--- src/uip_pkg.sv ---
// Package of constants and types for the UART interrupt prioritizer.
package uip_pkg;

    // ------------------------------------------------------------
    // Register addresses on the three-bit channel register bus
    // ------------------------------------------------------------
    localparam logic [2:0] UIP_ADDR_HOLDING = 3'h0; // Receive holding read, transmit write.
    localparam logic [2:0] UIP_ADDR_MASK = 3'h1; // Interrupt mask register.
    localparam logic [2:0] UIP_ADDR_SOURCE = 3'h2; // Interrupt source register.
    localparam logic [2:0] UIP_ADDR_LINE = 3'h5; // Line status register.
    localparam logic [2:0] UIP_ADDR_MODEM = 3'h6; // Modem status register.

    // ------------------------------------------------------------
    // Field positions and reset values
    // ------------------------------------------------------------
    localparam int UIP_MASK_RXDATA = 0; // Receive data enable bit.
    localparam int UIP_MASK_TRANSMIT_READY_EVENT = 1; // Transmit ready enable bit.
    localparam int UIP_MASK_LINE = 2; // Line status enable bit.
    localparam int UIP_MASK_MODEM = 3; // Modem status enable bit.
    localparam logic [3:0] UIP_MASK_RESET = 4'h0; // All sources disabled after reset.
    localparam logic [3:0] UIP_MASK_USED = 4'hf; // Writable low nibble of the mask.
    localparam logic [1:0] UIP_SOURCE_RSVD = 2'h0; // Bits 5 and 4 of the source register.

    // ------------------------------------------------------------
    // Source codes in bits 3:0 of the interrupt source register
    // ------------------------------------------------------------
    localparam logic [3:0] UIP_CODE_LINE = 4'h6; // Line status, highest priority.
    localparam logic [3:0] UIP_CODE_TIMEOUT = 4'hc; // Receive data timeout.
    localparam logic [3:0] UIP_CODE_RXDATA = 4'h4; // Receive data ready.
    localparam logic [3:0] UIP_CODE_TRANSMIT_READY_EVENT = 4'h2; // Transmit ready.
    localparam logic [3:0] UIP_CODE_MODEM = 4'h0; // Modem status, lowest priority.
    localparam logic [3:0] UIP_CODE_NONE = 4'h1; // Nothing pending, also the reset value.

    // ------------------------------------------------------------
    // Receive trigger levels selected by the two-bit field
    // ------------------------------------------------------------
    localparam logic [4:0] UIP_TRIG_SEL0 = 5'h01; // Trigger at 1 character.
    localparam logic [4:0] UIP_TRIG_SEL1 = 5'h04; // Trigger at 4 characters.
    localparam logic [4:0] UIP_TRIG_SEL2 = 5'h08; // Trigger at 8 characters.
    localparam logic [4:0] UIP_TRIG_SEL3 = 5'h0e; // Trigger at 14 characters.

    // ------------------------------------------------------------
    // Receive timeout span: characters plus extra bit times
    // ------------------------------------------------------------
    localparam logic [6:0] UIP_TOUT_CHARS = 7'h04; // Character times in the span.
    localparam logic [6:0] UIP_TOUT_BITS = 7'h0c; // Extra bit times in the span.

    // Pending source selected by the priority encoder.
    typedef enum logic [2:0] {
        UIP_SRC_NONE,
        UIP_SRC_LINE,
        UIP_SRC_TIMEOUT,
        UIP_SRC_RXDATA,
        UIP_SRC_TRANSMIT_READY_EVENT,
        UIP_SRC_MODEM
    } uip_src_e;

endpackage

--- src/uip_prioritizer.sv ---
// Interrupt mask, prioritized source and line status logic of one UART channel.
module uip_prioritizer
    import uip_pkg::*;
(
    input wire logic sys_clk, // Channel clock, 25 MHz.
    input wire logic nrst, // Synchronous reset, active low.
    input wire logic [2:0] reg_addr, // Register address.
    input wire logic reg_rd, // Read strobe, one cycle.
    input wire logic reg_wr, // Write strobe, one cycle.
    input wire logic [7:0] reg_wdata, // Write data.
    input wire logic divisor_sel, // Divisor latch access selected, hides these registers.
    output logic [7:0] reg_rdata, // Read data, valid the cycle after the strobe.
    output logic reg_rhit, // This block answered the read of the previous cycle.
    input wire logic fifo_enable, // FIFOs enabled.
    input wire logic [1:0] rx_trigger_sel, // Receive trigger select field.
    input wire logic [4:0] rx_fifo_count, // Receive FIFO fill.
    input wire logic rx_holding_full, // Holding register full in non-FIFO mode.
    input wire logic rx_char_loaded, // Character moved from shift register, one cycle.
    input wire logic rx_head_update, // New character at holding position, one cycle.
    input wire logic rx_head_parity_err, // Parity error of the character at the head.
    input wire logic rx_head_framing_err, // Framing error of the character at the head.
    input wire logic rx_head_break, // Break of the character at the head.
    input wire logic rx_overrun_event, // Receive overrun, one cycle.
    input wire logic rx_fifo_error_any, // Some character in the FIFO has an error.
    input wire logic tx_fifo_empty, // Transmit holding or FIFO empty.
    input wire logic tx_all_empty, // Transmit FIFO and shift register empty.
    input wire logic [3:0] modem_lines, // Current modem input levels.
    input wire logic [3:0] modem_change, // Modem input change events, one cycle each.
    input wire logic bit_tick, // One pulse per bit time.
    input wire logic [3:0] char_bits, // Bit times in one character frame.
    output logic irq // Channel interrupt request, active high.
);

    // ------------------------------------------------------------
    // Bus decode
    // ------------------------------------------------------------

    // Returns true for an access to the given address with divisor access off.
    function automatic logic hit(input logic [2:0] a, input logic [2:0] target,
                                 input logic dsel);
        hit = (a == target) && !dsel;
    endfunction

    // Maps the trigger select field to a character count.
    function automatic logic [4:0] trig_level(input logic [1:0] sel);
        if (sel == 2'h0) begin
            trig_level = UIP_TRIG_SEL0;
        end else if (sel == 2'h1) begin
            trig_level = UIP_TRIG_SEL1;
        end else if (sel == 2'h2) begin
            trig_level = UIP_TRIG_SEL2;
        end else begin
            trig_level = UIP_TRIG_SEL3;
        end
    endfunction

    wire logic rhr_rd = reg_rd && hit(reg_addr, UIP_ADDR_HOLDING, divisor_sel); // Holding read.
    wire logic thr_wr = reg_wr && hit(reg_addr, UIP_ADDR_HOLDING, divisor_sel); // Holding write.
    wire logic mask_wr = reg_wr && hit(reg_addr, UIP_ADDR_MASK, divisor_sel); // Mask write.
    wire logic mask_rd = reg_rd && hit(reg_addr, UIP_ADDR_MASK, divisor_sel); // Mask read.
    wire logic src_rd = reg_rd && hit(reg_addr, UIP_ADDR_SOURCE, divisor_sel); // Source read.
    wire logic lsr_rd = reg_rd && hit(reg_addr, UIP_ADDR_LINE, divisor_sel); // Line read.
    wire logic msr_rd = reg_rd && hit(reg_addr, UIP_ADDR_MODEM, divisor_sel); // Modem read.

    // ------------------------------------------------------------
    // State registers
    // ------------------------------------------------------------
    logic [3:0] mask_ff; // Interrupt mask, low nibble only.
    logic overrun_ff; // Sticky overrun.
    logic [2:0] head_err_ff; // Sticky break, framing and parity of the head byte.
    logic [3:0] modem_delta_ff; // Sticky modem change bits.
    logic tx_pend_ff; // Transmit ready pending.
    logic tx_empty_q_ff; // Last value of the transmit empty condition.
    logic tout_pend_ff; // Receive timeout pending.
    logic [6:0] tout_cnt_ff; // Idle bit times counted.
    logic [7:0] rdata_ff; // Captured read data.
    logic rhit_ff; // Read hit captured.
    logic irq_ff; // Registered interrupt request.

    // ------------------------------------------------------------
    // Line status composition
    // ------------------------------------------------------------
    wire logic data_ready = fifo_enable ? (rx_fifo_count != 5'h00) : rx_holding_full;
    wire logic fifo_err_bit = fifo_enable && rx_fifo_error_any;
    wire logic [7:0] lsr_val = {fifo_err_bit, tx_all_empty, tx_fifo_empty, head_err_ff,
                                overrun_ff, data_ready};
    wire logic [7:0] msr_val = {modem_lines, modem_delta_ff}; // Modem status view.

    // ------------------------------------------------------------
    // Source conditions after masking
    // ------------------------------------------------------------
    wire logic [4:0] trig = trig_level(rx_trigger_sel);
    wire logic rx_cond = fifo_enable ? (rx_fifo_count >= trig) : rx_holding_full;
    wire logic line_pend = mask_ff[UIP_MASK_LINE] && (overrun_ff || (|head_err_ff));
    wire logic tout_pend = mask_ff[UIP_MASK_RXDATA] && tout_pend_ff;
    wire logic rx_pend = mask_ff[UIP_MASK_RXDATA] && rx_cond;
    wire logic tx_pend = mask_ff[UIP_MASK_TRANSMIT_READY_EVENT] && tx_pend_ff;
    wire logic modem_pend = mask_ff[UIP_MASK_MODEM] && (|modem_delta_ff);

    // ------------------------------------------------------------
    // Priority encoder
    // ------------------------------------------------------------
    uip_src_e src; // Highest pending source.

    // Picks the one source reported, the others wait behind it.
    always_comb begin
        if (line_pend) begin
            src = UIP_SRC_LINE;
        end else if (tout_pend) begin
            src = UIP_SRC_TIMEOUT;
        end else if (rx_pend) begin
            src = UIP_SRC_RXDATA;
        end else if (tx_pend) begin
            src = UIP_SRC_TRANSMIT_READY_EVENT;
        end else if (modem_pend) begin
            src = UIP_SRC_MODEM;
        end else begin
            src = UIP_SRC_NONE;
        end
    end

    logic [3:0] src_code; // Code placed in bits 3:0.

    // Translates the chosen source into its register code.
    always_comb begin
        case (src)
            UIP_SRC_LINE: src_code = UIP_CODE_LINE;
            UIP_SRC_TIMEOUT: src_code = UIP_CODE_TIMEOUT;
            UIP_SRC_RXDATA: src_code = UIP_CODE_RXDATA;
            UIP_SRC_TRANSMIT_READY_EVENT: src_code = UIP_CODE_TRANSMIT_READY_EVENT;
            UIP_SRC_MODEM: src_code = UIP_CODE_MODEM;
            default: src_code = UIP_CODE_NONE;
        endcase
    end

    wire logic [7:0] isr_val = {fifo_enable, fifo_enable, UIP_SOURCE_RSVD, src_code};
    wire logic any_pend = (src != UIP_SRC_NONE);

    // ------------------------------------------------------------
    // Next values of the sticky flags
    // ------------------------------------------------------------
    wire logic [2:0] head_err_in = {rx_head_break, rx_head_framing_err, rx_head_parity_err};
    // A set in the same cycle as the clearing read wins.
    wire logic nxt_overrun = rx_overrun_event || (overrun_ff && !lsr_rd);
    wire logic [2:0] nxt_head_err = (rx_head_update ? head_err_in : 3'h0)
                                    | (lsr_rd ? 3'h0 : head_err_ff);
    wire logic [3:0] nxt_modem_delta = modem_change | (msr_rd ? 4'h0 : modem_delta_ff);
    // The empty history resets low, so an empty transmit FIFO at reset sets the flag.
    wire logic tx_rise = tx_fifo_empty && !tx_empty_q_ff;
    wire logic tx_enable_set = mask_wr && reg_wdata[UIP_MASK_TRANSMIT_READY_EVENT]
                               && !mask_ff[UIP_MASK_TRANSMIT_READY_EVENT] && tx_fifo_empty;
    wire logic tx_clear = thr_wr || (src_rd && (src == UIP_SRC_TRANSMIT_READY_EVENT));
    wire logic nxt_tx_pend = tx_rise || tx_enable_set || (tx_pend_ff && !tx_clear);

    // ------------------------------------------------------------
    // Receive timeout timer
    // ------------------------------------------------------------
    // The timer runs only while FIFO mode holds data; a load or holding read restarts it.
    wire logic [6:0] tout_span = 7'(UIP_TOUT_CHARS * {3'h0, char_bits}) + UIP_TOUT_BITS;
    wire logic tout_restart = rx_char_loaded || rhr_rd || !fifo_enable
                              || (rx_fifo_count == 5'h00);
    wire logic tout_expire = !tout_restart && bit_tick
                             && (tout_cnt_ff == 7'(tout_span - 7'h01));
    wire logic [6:0] nxt_tout_cnt = tout_restart ? 7'h00 :
                                    (bit_tick && !tout_expire) ? 7'(tout_cnt_ff + 7'h01) :
                                    tout_cnt_ff;
    wire logic nxt_tout_pend = tout_expire || (tout_pend_ff && !rhr_rd);

    // ------------------------------------------------------------
    // Read data selection
    // ------------------------------------------------------------
    // Unowned addresses load zero so an old value never shows through.
    wire logic any_rd = mask_rd || src_rd || lsr_rd || msr_rd; // Reads this block answers.
    wire logic [7:0] nxt_rdata = mask_rd ? {4'h0, mask_ff} :
                                 src_rd ? isr_val :
                                 lsr_rd ? lsr_val :
                                 msr_rd ? msr_val : 8'h00;

    // ------------------------------------------------------------
    // Registers
    // ------------------------------------------------------------

    // Interrupt mask, only the low nibble is stored.
    // Reserved upper bits are never stored, so they always read back as zero.
    always_ff @(posedge sys_clk) begin
        if (!nrst) begin
            mask_ff <= UIP_MASK_RESET;
        end else if (mask_wr) begin
            mask_ff <= reg_wdata[3:0] & UIP_MASK_USED;
        end
    end

    // Sticky receive error and modem change flags.
    always_ff @(posedge sys_clk) begin
        if (!nrst) begin
            overrun_ff <= 1'b0;
            head_err_ff <= 3'h0;
            modem_delta_ff <= 4'h0;
        end else begin
            overrun_ff <= nxt_overrun;
            head_err_ff <= nxt_head_err;
            modem_delta_ff <= nxt_modem_delta;
        end
    end

    // Transmit ready and timeout pending flags and the idle timer.
    always_ff @(posedge sys_clk) begin
        if (!nrst) begin
            tx_pend_ff <= 1'b0;
            tx_empty_q_ff <= 1'b0;
            tout_pend_ff <= 1'b0;
            tout_cnt_ff <= 7'h00;
        end else begin
            tx_pend_ff <= nxt_tx_pend;
            tx_empty_q_ff <= tx_fifo_empty;
            tout_pend_ff <= nxt_tout_pend;
            tout_cnt_ff <= nxt_tout_cnt;
        end
    end

    // Read data capture and registered interrupt request.
    always_ff @(posedge sys_clk) begin
        if (!nrst) begin
            rdata_ff <= 8'h00;
            rhit_ff <= 1'b0;
            irq_ff <= 1'b0;
        end else begin
            if (reg_rd) begin
                rdata_ff <= nxt_rdata;
            end
            rhit_ff <= any_rd;
            irq_ff <= any_pend;
        end
    end

    assign reg_rdata = rdata_ff;
    assign reg_rhit = rhit_ff;
    assign irq = irq_ff;
endmodule

--- config.mk ---
export PLATFORM = sky130hd
export DESIGN_NAME = uip_prioritizer
export DESIGN_NICKNAME = d
export VERILOG_FILES = /design/src/uip_pkg.sv /design/src/uip_prioritizer.sv
export SDC_FILE = /design/constraint.sdc
export NUM_CORES = 1
export LEC_CHECK = 0
export ABC_AREA = 1
export BUFFER_PORTS_ARGS = -buffer_cell sky130_fd_sc_hd__buf_2
export CELL_PAD_IN_SITES_DETAIL_PLACEMENT = 1
export CELL_PAD_IN_SITES_GLOBAL_PLACEMENT = 1
export CORE_ASPECT_RATIO = 0.5
export CORE_MARGIN = 3
export CORE_UTILIZATION = 37
export DETAILED_ROUTE_END_ITERATION = 10
export MAX_ROUTING_LAYER = met4
export PLACE_DENSITY_LB_ADDON = 0.25
export SYNTH_ARGS = -nofsm -noshare
export SYNTH_HDL_FRONTEND = slang
export SYNTH_SLANG_ARGS = --single-unit
--- constraint.sdc ---
create_clock -name sys_clk -period 3.35 [get_ports sys_clk]
set_input_delay 0.5025 -clock sys_clk [delete_from_list [all_inputs] [get_ports sys_clk]]
set_output_delay 0.5025 -clock sys_clk [all_outputs]
set_load 0.03 [all_outputs]
==> metrics.yaml, run 1 <==
critical_path:
  required_ns: 3.51
  reg2reg_slack_ns: 1.64
  startpoint: "rx_trigger_sel[0]"
  worstRegToRegCells: 11
  start_kind: "primary input"
  critPathArrivalTime_ns: 2.06
  reg2reg_to: "tout_cnt_ff[3]"
  r2r-start: "tout_cnt_ff[0]"
  cp-end-kind: "register"
  crit_type: "in -> reg"
  crit_path_max_fanout: 4
power:
  p_switching_w: 0.000220
  p_clk_share_pct: 37.7
  power.ir.vdd_worst_v: 0.000142
  sw_frac_of_total_pct: 26.8
  power_frac_comb_pct: 13.2
  leakage_nw: 1.10
  p_seq_share_pct: 49.1
  p_int_w: 0.000601
  powerDensity_nw_per_um2: 381
final_layout:
  final_common_cell: "nand2_1"
  area_growth_pct: 23.7
  antenna_cells: 0
  layout.nets: 368
  utilization_pct: 51.3
  final_layout_size_suffix_gt1_share_pct: 21.8
  layout_common_cells: "nand2_1 (71), buf_2 (52), inv_1 (41), dfxtp_1 (32), nor2_1 (27)"
synthesis:
  seq_area_frac_synth_pct: 36.7
  netlist_area_um2: 1750
  netlist_instances: 258
  synth.avg_cell_area_um2: 6.77
  yosys_most_used_dff: "dfxtp_1"
  synth-async-reset-ratio_pct: 0
  ys_ff_latch: 32
  synth_edf_count: 0
  ys_warn_count: 0
  syn_nets: 311
  synth_cell_types: 28
timing:
  drv_slew: 0
  tns_ns: 0
  min_period_ns: 1.89
  final-hold-violation-count: 0
  slew_headroom_pct: 69.5
  rsz0062_at_grt: "false"
  worstMarginPinSlew_ns: 0.453
  setup_viol: 0
  fin_skew_ns: 0.00201
  finalCritPeriodShare_pct: 56.5
  max_freq_mhz: 528
clocking:
  cts_tree: "built"
  post_cts_resized: 0
  clockRootBuffer: "clkbuf_8"
  hold_buffers: 0
  clock-sinks: 32
  clkTransAtPathRegs_ns: 0.07
  cts_setup_buffers: 0
  htreeDepth: 2
  clock_path_buffers: 2
  cts-buffers-inserted: 5
  clk_latency_ns: 0.28
die:
  fp.dieH_um: 54.6
  coreArea_um2: 4200
  die_area_um2: 5630
  start_util_pct: 41.5
  die_w_um: 103
  std_cell_rows: 16
  io_pins: 57
hold_path:
  holdPathStages: 3
  holdPathEnd: "overrun_ff"
  hp-class: "in -> reg"
  min_from: "rx_overrun_event"
global_route:
  grt_pass1_vias: 1850
  gr-total-overflow: 0
  grt_first_pass_wirelength_um: 8230
  antenna_found_initial: 0
  grt_util_all_layers_pct: 19.8
  grt_max_degree: 15
place:
  place_congestion: 0.942
  dp_hpwl_um: 4200
  numPortBuffers: 52
detailed_routing:
  drt_iter0_markers: 58
  firstDrtPassIters: 4
  post_drt_via_cell_ratio: 5.02
  wirelength_um: 5120
  antenna_left: 0
  drc: 0
  vias: 1858
  wl_per_cell_um: 13.8
job:
  maxCapViolations: 0
run_status:
  outcome: "completed"
## through the flow
stage                     std cells  setup WS [ns]  instance area, µm²  total power (W)  hold WS, ns
after detailed placement        362           1.21                2070         0.000521        0.456
after global routing            370           1.23                2160         0.000866        0.415
final                           370           1.46                2160         0.000821        0.424
after global placement          362           1.29                2070         0.000514        0.454
after CTS                       370           1.46                2160         0.000828        0.421
after floorplan                 258           1.55                1750         0.000469        0.441
## power groups by stage
stage	combinational, W	sequential (W)	clock (W)
global placement	0.000104	0.000411	0
floorplan	0.0000553	0.000414	0
detailed placement	0.000109	0.000412	0
finish	0.000108	0.000404	0.000309
CTS	0.000110	0.000403	0.000315
global route	0.000124	0.000404	0.000338
## layer usage
metal  vias up  global-route usage, %  part of all wire [%]
met4         0                   4.30                  0.86
met1       864                   23.3                    46
met2        41                   34.1                    47
met3         7                   5.85                   6.1
li1        946                      -                     -
met5         -                      -                     0
## worst max path at each step
stage,endpoint,slack (ns),cells after the start
floorplan,reg_rdata[1],1.55,18
finish,tx_pend_ff,1.46,15
global placement,tx_pend_ff,1.29,15
CTS,tx_pend_ff,1.46,15
global route,tx_pend_ff,1.23,15
detailed placement,reg_rdata[1],1.21,19
## logic make-up (layout without fill, tap and decap cells)
group,after synthesis,after routing,share of synthesized area [%]
fa+ha+maj,6,6,4.30
xor+xnor,5,5,2.51
compound gates,50,50,16.8
flops,32,32,36.7
simple gates,122,122,30.4
buf+inv,43,101,9.25
## sequential cells by signal (all words and copies together), names as in the netlist
signal	flops
modem_delta_ff	4
tout_pend_ff	1
irq	1
head_err_ff	3
tx_empty_q_ff	1
tout_cnt_ff	7
mask_ff	4
reg_rhit	1
reg_rdata	8
overrun_ff	1
tx_pend_ff	1
## cells in the mapped netlist (all sizes together) (2+ instances only)
library cell	count	area (µm²)
nand2	72	278
nand3	12	60.1
ha	6	75.1
o211ai	3	22.5
xnor2	2	17.5
inv	41	154
clkbuf	2	7.51
nand4	5	37.5
dfxtp	32	641
o21ai	13	65.1
nor2	31	136
a22oi	3	22.5
xor2	3	26.3
a21oi	24	124
## layout make-up
cell class,instances,area (µm²)
clock buffer,6,82.6
timing repair buffer,52,260
tap,54,67.6
fill,602,2050
sequential,32,641
inverter,41,154
multi-input combinational,183,943
clock inverter,2,10.0
## critical path, cell delays in order
cell       delay, ns
buf_2           0.11
inv_1           0.05
ha_1            0.31
nand2_1         0.08
nor2_1          0.05
nand2_1         0.06
nand3_1         0.06
nand2_1         0.06
nand2_1         0.05
nand2_1         0.13
nand3_1         0.14
nor2_1          0.18
nand3_1         0.11
o2111ai_1       0.08
o21ai_0         0.10
(Power assumes the default switching activity.)
==> run 2: changes to the inputs <==
ABC_AREA = 0   (was 1)
CORE_UTILIZATION = 33   (was 37)
clock period = 1.63 ns   (was 3.35 ns; I/O delays follow)
==> metrics.yaml, run 2 <==
detailed_routing:
  firstDrtPassIters: 5  # +1
  wl_per_cell_um: 16.2  # +17%
  wl_met1_um: 2380  # +1.5%
  drt_iter0_markers: 50  # -14%
  wirelength_um: 5390  # +5.4%
  wl_met3_um: 199  # -36%
  drc: 0  # unchanged
  top_layer_used: "met4"
  vias: 1776  # -4.4%
  routed-wl-met2_um: 2770  # +15%
  post_drt_via_cell_ratio: 5.35  # +6.5%
  antenna_left: 0  # unchanged
clocking:
  cts_tree: "built"
  clk_latency_ns: 0.28  # about the same
  clkTransAtPathRegs_ns: 0.07  # about the same
  clock_path_buffers: 2  # unchanged
  cts-buffers-inserted: 5  # unchanged
  hold_buffers: 0  # unchanged
  clockRootBuffer: "clkbuf_8"
  clock-sinks: 32  # unchanged
  htreeDepth: 2  # unchanged
synthesis:
  synth_edf_count: 0  # unchanged
  syn_nets: 240  # -23%
  synthAdderAreaFrac_pct: 4.36  # +0.056 points
  synth-simple-area-share_pct: 23.2  # -7.2 points
  synth.area.top_cells: "dfxtp_1 (37%), nor2b_1 (6.2%), ha_1 (4.4%)"
  ys_warn_count: 0  # unchanged
  netlist_instances: 187  # -28%
  synth-async-reset-ratio_pct: 0  # unchanged
  synth.mux.area_fraction_pct: 2.90  # +2.9 points
  synth_top_area_share_pct: 37.2  # +0.48 points
  yosys_most_used_dff: "dfxtp_1"
  seq_area_frac_synth_pct: 37.2  # +0.48 points
  synth_cell_types: 49  # +75%
  netlist_top_cells_count: "dfxtp_1 (32), nor2b_1 (17), nor2_1 (14)"
  synth_top_family_by_area: "simple AND/OR/NAND/NOR gates"
  synth_area_leader_cell: "dfxtp_1"
  netlist_area_um2: 1720  # -1.3%
  synthXorXnorAreaFrac_pct: 6.39  # +3.9 points
  synth.avg_cell_area_um2: 9.21  # +36%
  synth-compound-area-share_pct: 22.7  # +5.8 points
  ys_ff_latch: 32  # unchanged
  yosysMostFrequentCell: "dfxtp_1"
timing:
  fin_skew_ns: 0.00734  # +0.00532 ns
  rsz0062_at_grt: "true"
  finalCritPeriodShare_pct: 100
  fin_ws_ns: -0.00457  # -1.46 ns
  worstMarginPinSlew_ns: 0.440  # -0.0136 ns
  setup_viol: 1  # +1
  slew_headroom_pct: 70.3  # +0.85 points
  max_freq_mhz: 612
  hold_ws_ns: 0.192  # -0.232 ns
  min_period_ns: 1.63
  final-hold-violation-count: 0  # unchanged
  drv_slew: 0  # unchanged
job:
  maxCapViolations: 0  # unchanged
final_layout:
  utilization_pct: 51.7  # +0.40 points
  final_common_cell: "buf_2"
  largest_reg_flops: 8  # unchanged
  antenna_cells: 0  # unchanged
  post-route-cell-area_um2: 2430  # +13%
  layout.nets: 318  # -14%
  layout_common_cells: "buf_2 (52), dfxtp_1 (27), buf_4 (24), nor2b_1 (17), nor2_1 (14)"
  area_growth_pct: 41.2
  final_layout_size_suffix_gt1_share_pct: 39.8  # +18 points
critical_path:
  crit_top_cell: "xor2_1"
  required_ns: 1.80  # -1.71 ns
  cp_slowest_cell: "or4_4"
  start_kind: "register"
  critPathArrivalTime_ns: 1.80  # -0.26 ns
  crit_type: "reg -> reg"
  crit_chain: "xor2_1 > or4_4 > o211ai_1 > xor2_1 > nor2_1"
  crit_path_max_fanout: 7  # +3
  r2r-start: "tout_cnt_ff[4]"
  startpoint: "tout_cnt_ff[4]"
  cp-end-kind: "register"
  cpPeakStageDelay_ns: 0.59  # +0.28 ns
hold_path:
  hp-class: "in -> reg"
  min_from: "modem_change[2]"
power:
  powerDensity_nw_per_um2: 800  # +110%
  power.ir.vdd_worst_v: 0.000454  # +220%
  leakage_nw: 1.08  # -1.5%
  total_power_w: 0.00195  # +140%
place:
  dp_hpwl_um: 4100  # -2.5%
  numPortBuffers: 52  # unchanged
  dp_slack_ns: -0.236  # -1.44 ns
  dpl-instance-area_um2: 2270  # +9.8%
  place_congestion: 0.814  # -14%
global_route:
  grt_pass1_vias: 1798  # -2.8%
  gr-total-overflow: 0  # unchanged
  grt_max_degree: 14  # -1
  grt_first_pass_wirelength_um: 8800  # +7.0%
  antenna_found_initial: 0  # unchanged
  grt_util_all_layers_pct: 18.6  # -1.2 points
run_status:
  outcome: "finished, violations left"
  violations: "negative setup slack"
die:
  io_pins: 57  # unchanged
  coreArea_um2: 4700  # +12%
  die_area_um2: 6180  # +9.8%
  std_cell_rows: 17  # +1
  fp.dieH_um: 57.1  # +4.6%
  start_util_pct: 36.7  # -4.9 points
  die_w_um: 108  # +4.9%
[run 2: cell types whose count changed after synthesis, sizes merged, moves of 6 or more]
| cell | change |
|---|---|
| nand2b | +6 |
| inv | -34 |
| nand3 | -7 |
| a21oi | -16 |
| nor2b | +17 |
| nand2 | -65 |
| nor2 | -17 |
[run 2: layer usage]
metal	track usage (%)	up-vias
li1	-	847
met2	31.6	36
met1	23.1	887
met5	-	-
met4	3.24	0
met3	4.07	6
[run 2: kinds of logic after synthesis]
kind of cell / Yosys count
AO/OA/AOI/OAI: 51
multiplexers: 5
AND/OR/NAND/NOR: 69
buffers and inverters: 13
adder cells (fa/ha/maj): 6
XOR/XNOR: 11
flip-flops: 32
[run 2: per-stage QoR]
step | setup TNS [ns] | instances
2_1_floorplan | -0.0456 | 187
3_3_place_gp | -1.43 | 323
3_5_place_dp | -1.77 | 323
4_1_cts | -0.0181 | 332
5_1_grt | -0.503 | 332
6_report | -0.00457 | 332
[run 2: final timing paths]
check                      end  slack [ns]  depth (start not counted)
min reg2reg         tx_pend_ff        0.52                          2
max reg2reg     tout_cnt_ff[4]      -0.005                          5
max             tout_cnt_ff[4]      -0.005                          5
min          modem_delta_ff[2]        0.19                          3
[run 2: worst max-delay path: cells and delay by family (launching register included)]
family / cells / cell delay, ns
XOR/XNOR: 2 / 0.29
AND/OR/NAND/NOR: 2 / 0.65
AO/OA/AOI/OAI: 1 / 0.22
flip-flops: 1 / 0.35
[run 2: area by class of cell]
type | count | area [µm²]
sequential | 32 | 649
timing repair buffer | 77 | 460
fill | 573 | 2270
tap | 66 | 82.6
multi-input combinational | 142 | 1090
clock buffer | 7 | 96.3
clock inverter | 1 | 30.0
inverter | 7 | 26.3
[run 2: where the power goes]
| group | total, W | leakage (nW) | internal, W | switching (W) |
|---|---|---|---|---|
| Sequential | 0.000828 | 0.264 | 0.000806 | 0.0000218 |
| Combinational | 0.000274 | 0.754 | 0.000132 | 0.000142 |
| Clock | 0.000844 | 0.0645 | 0.000539 | 0.000305 |
[run 2: repair_timing]
action                                  4_1_cts  5_1_grt
pin swaps                                     5        8
cloned                                        0        0
endpoints found under the setup margin        7       10
gates resized for setup                       2        6
setup buffers                                 1        0
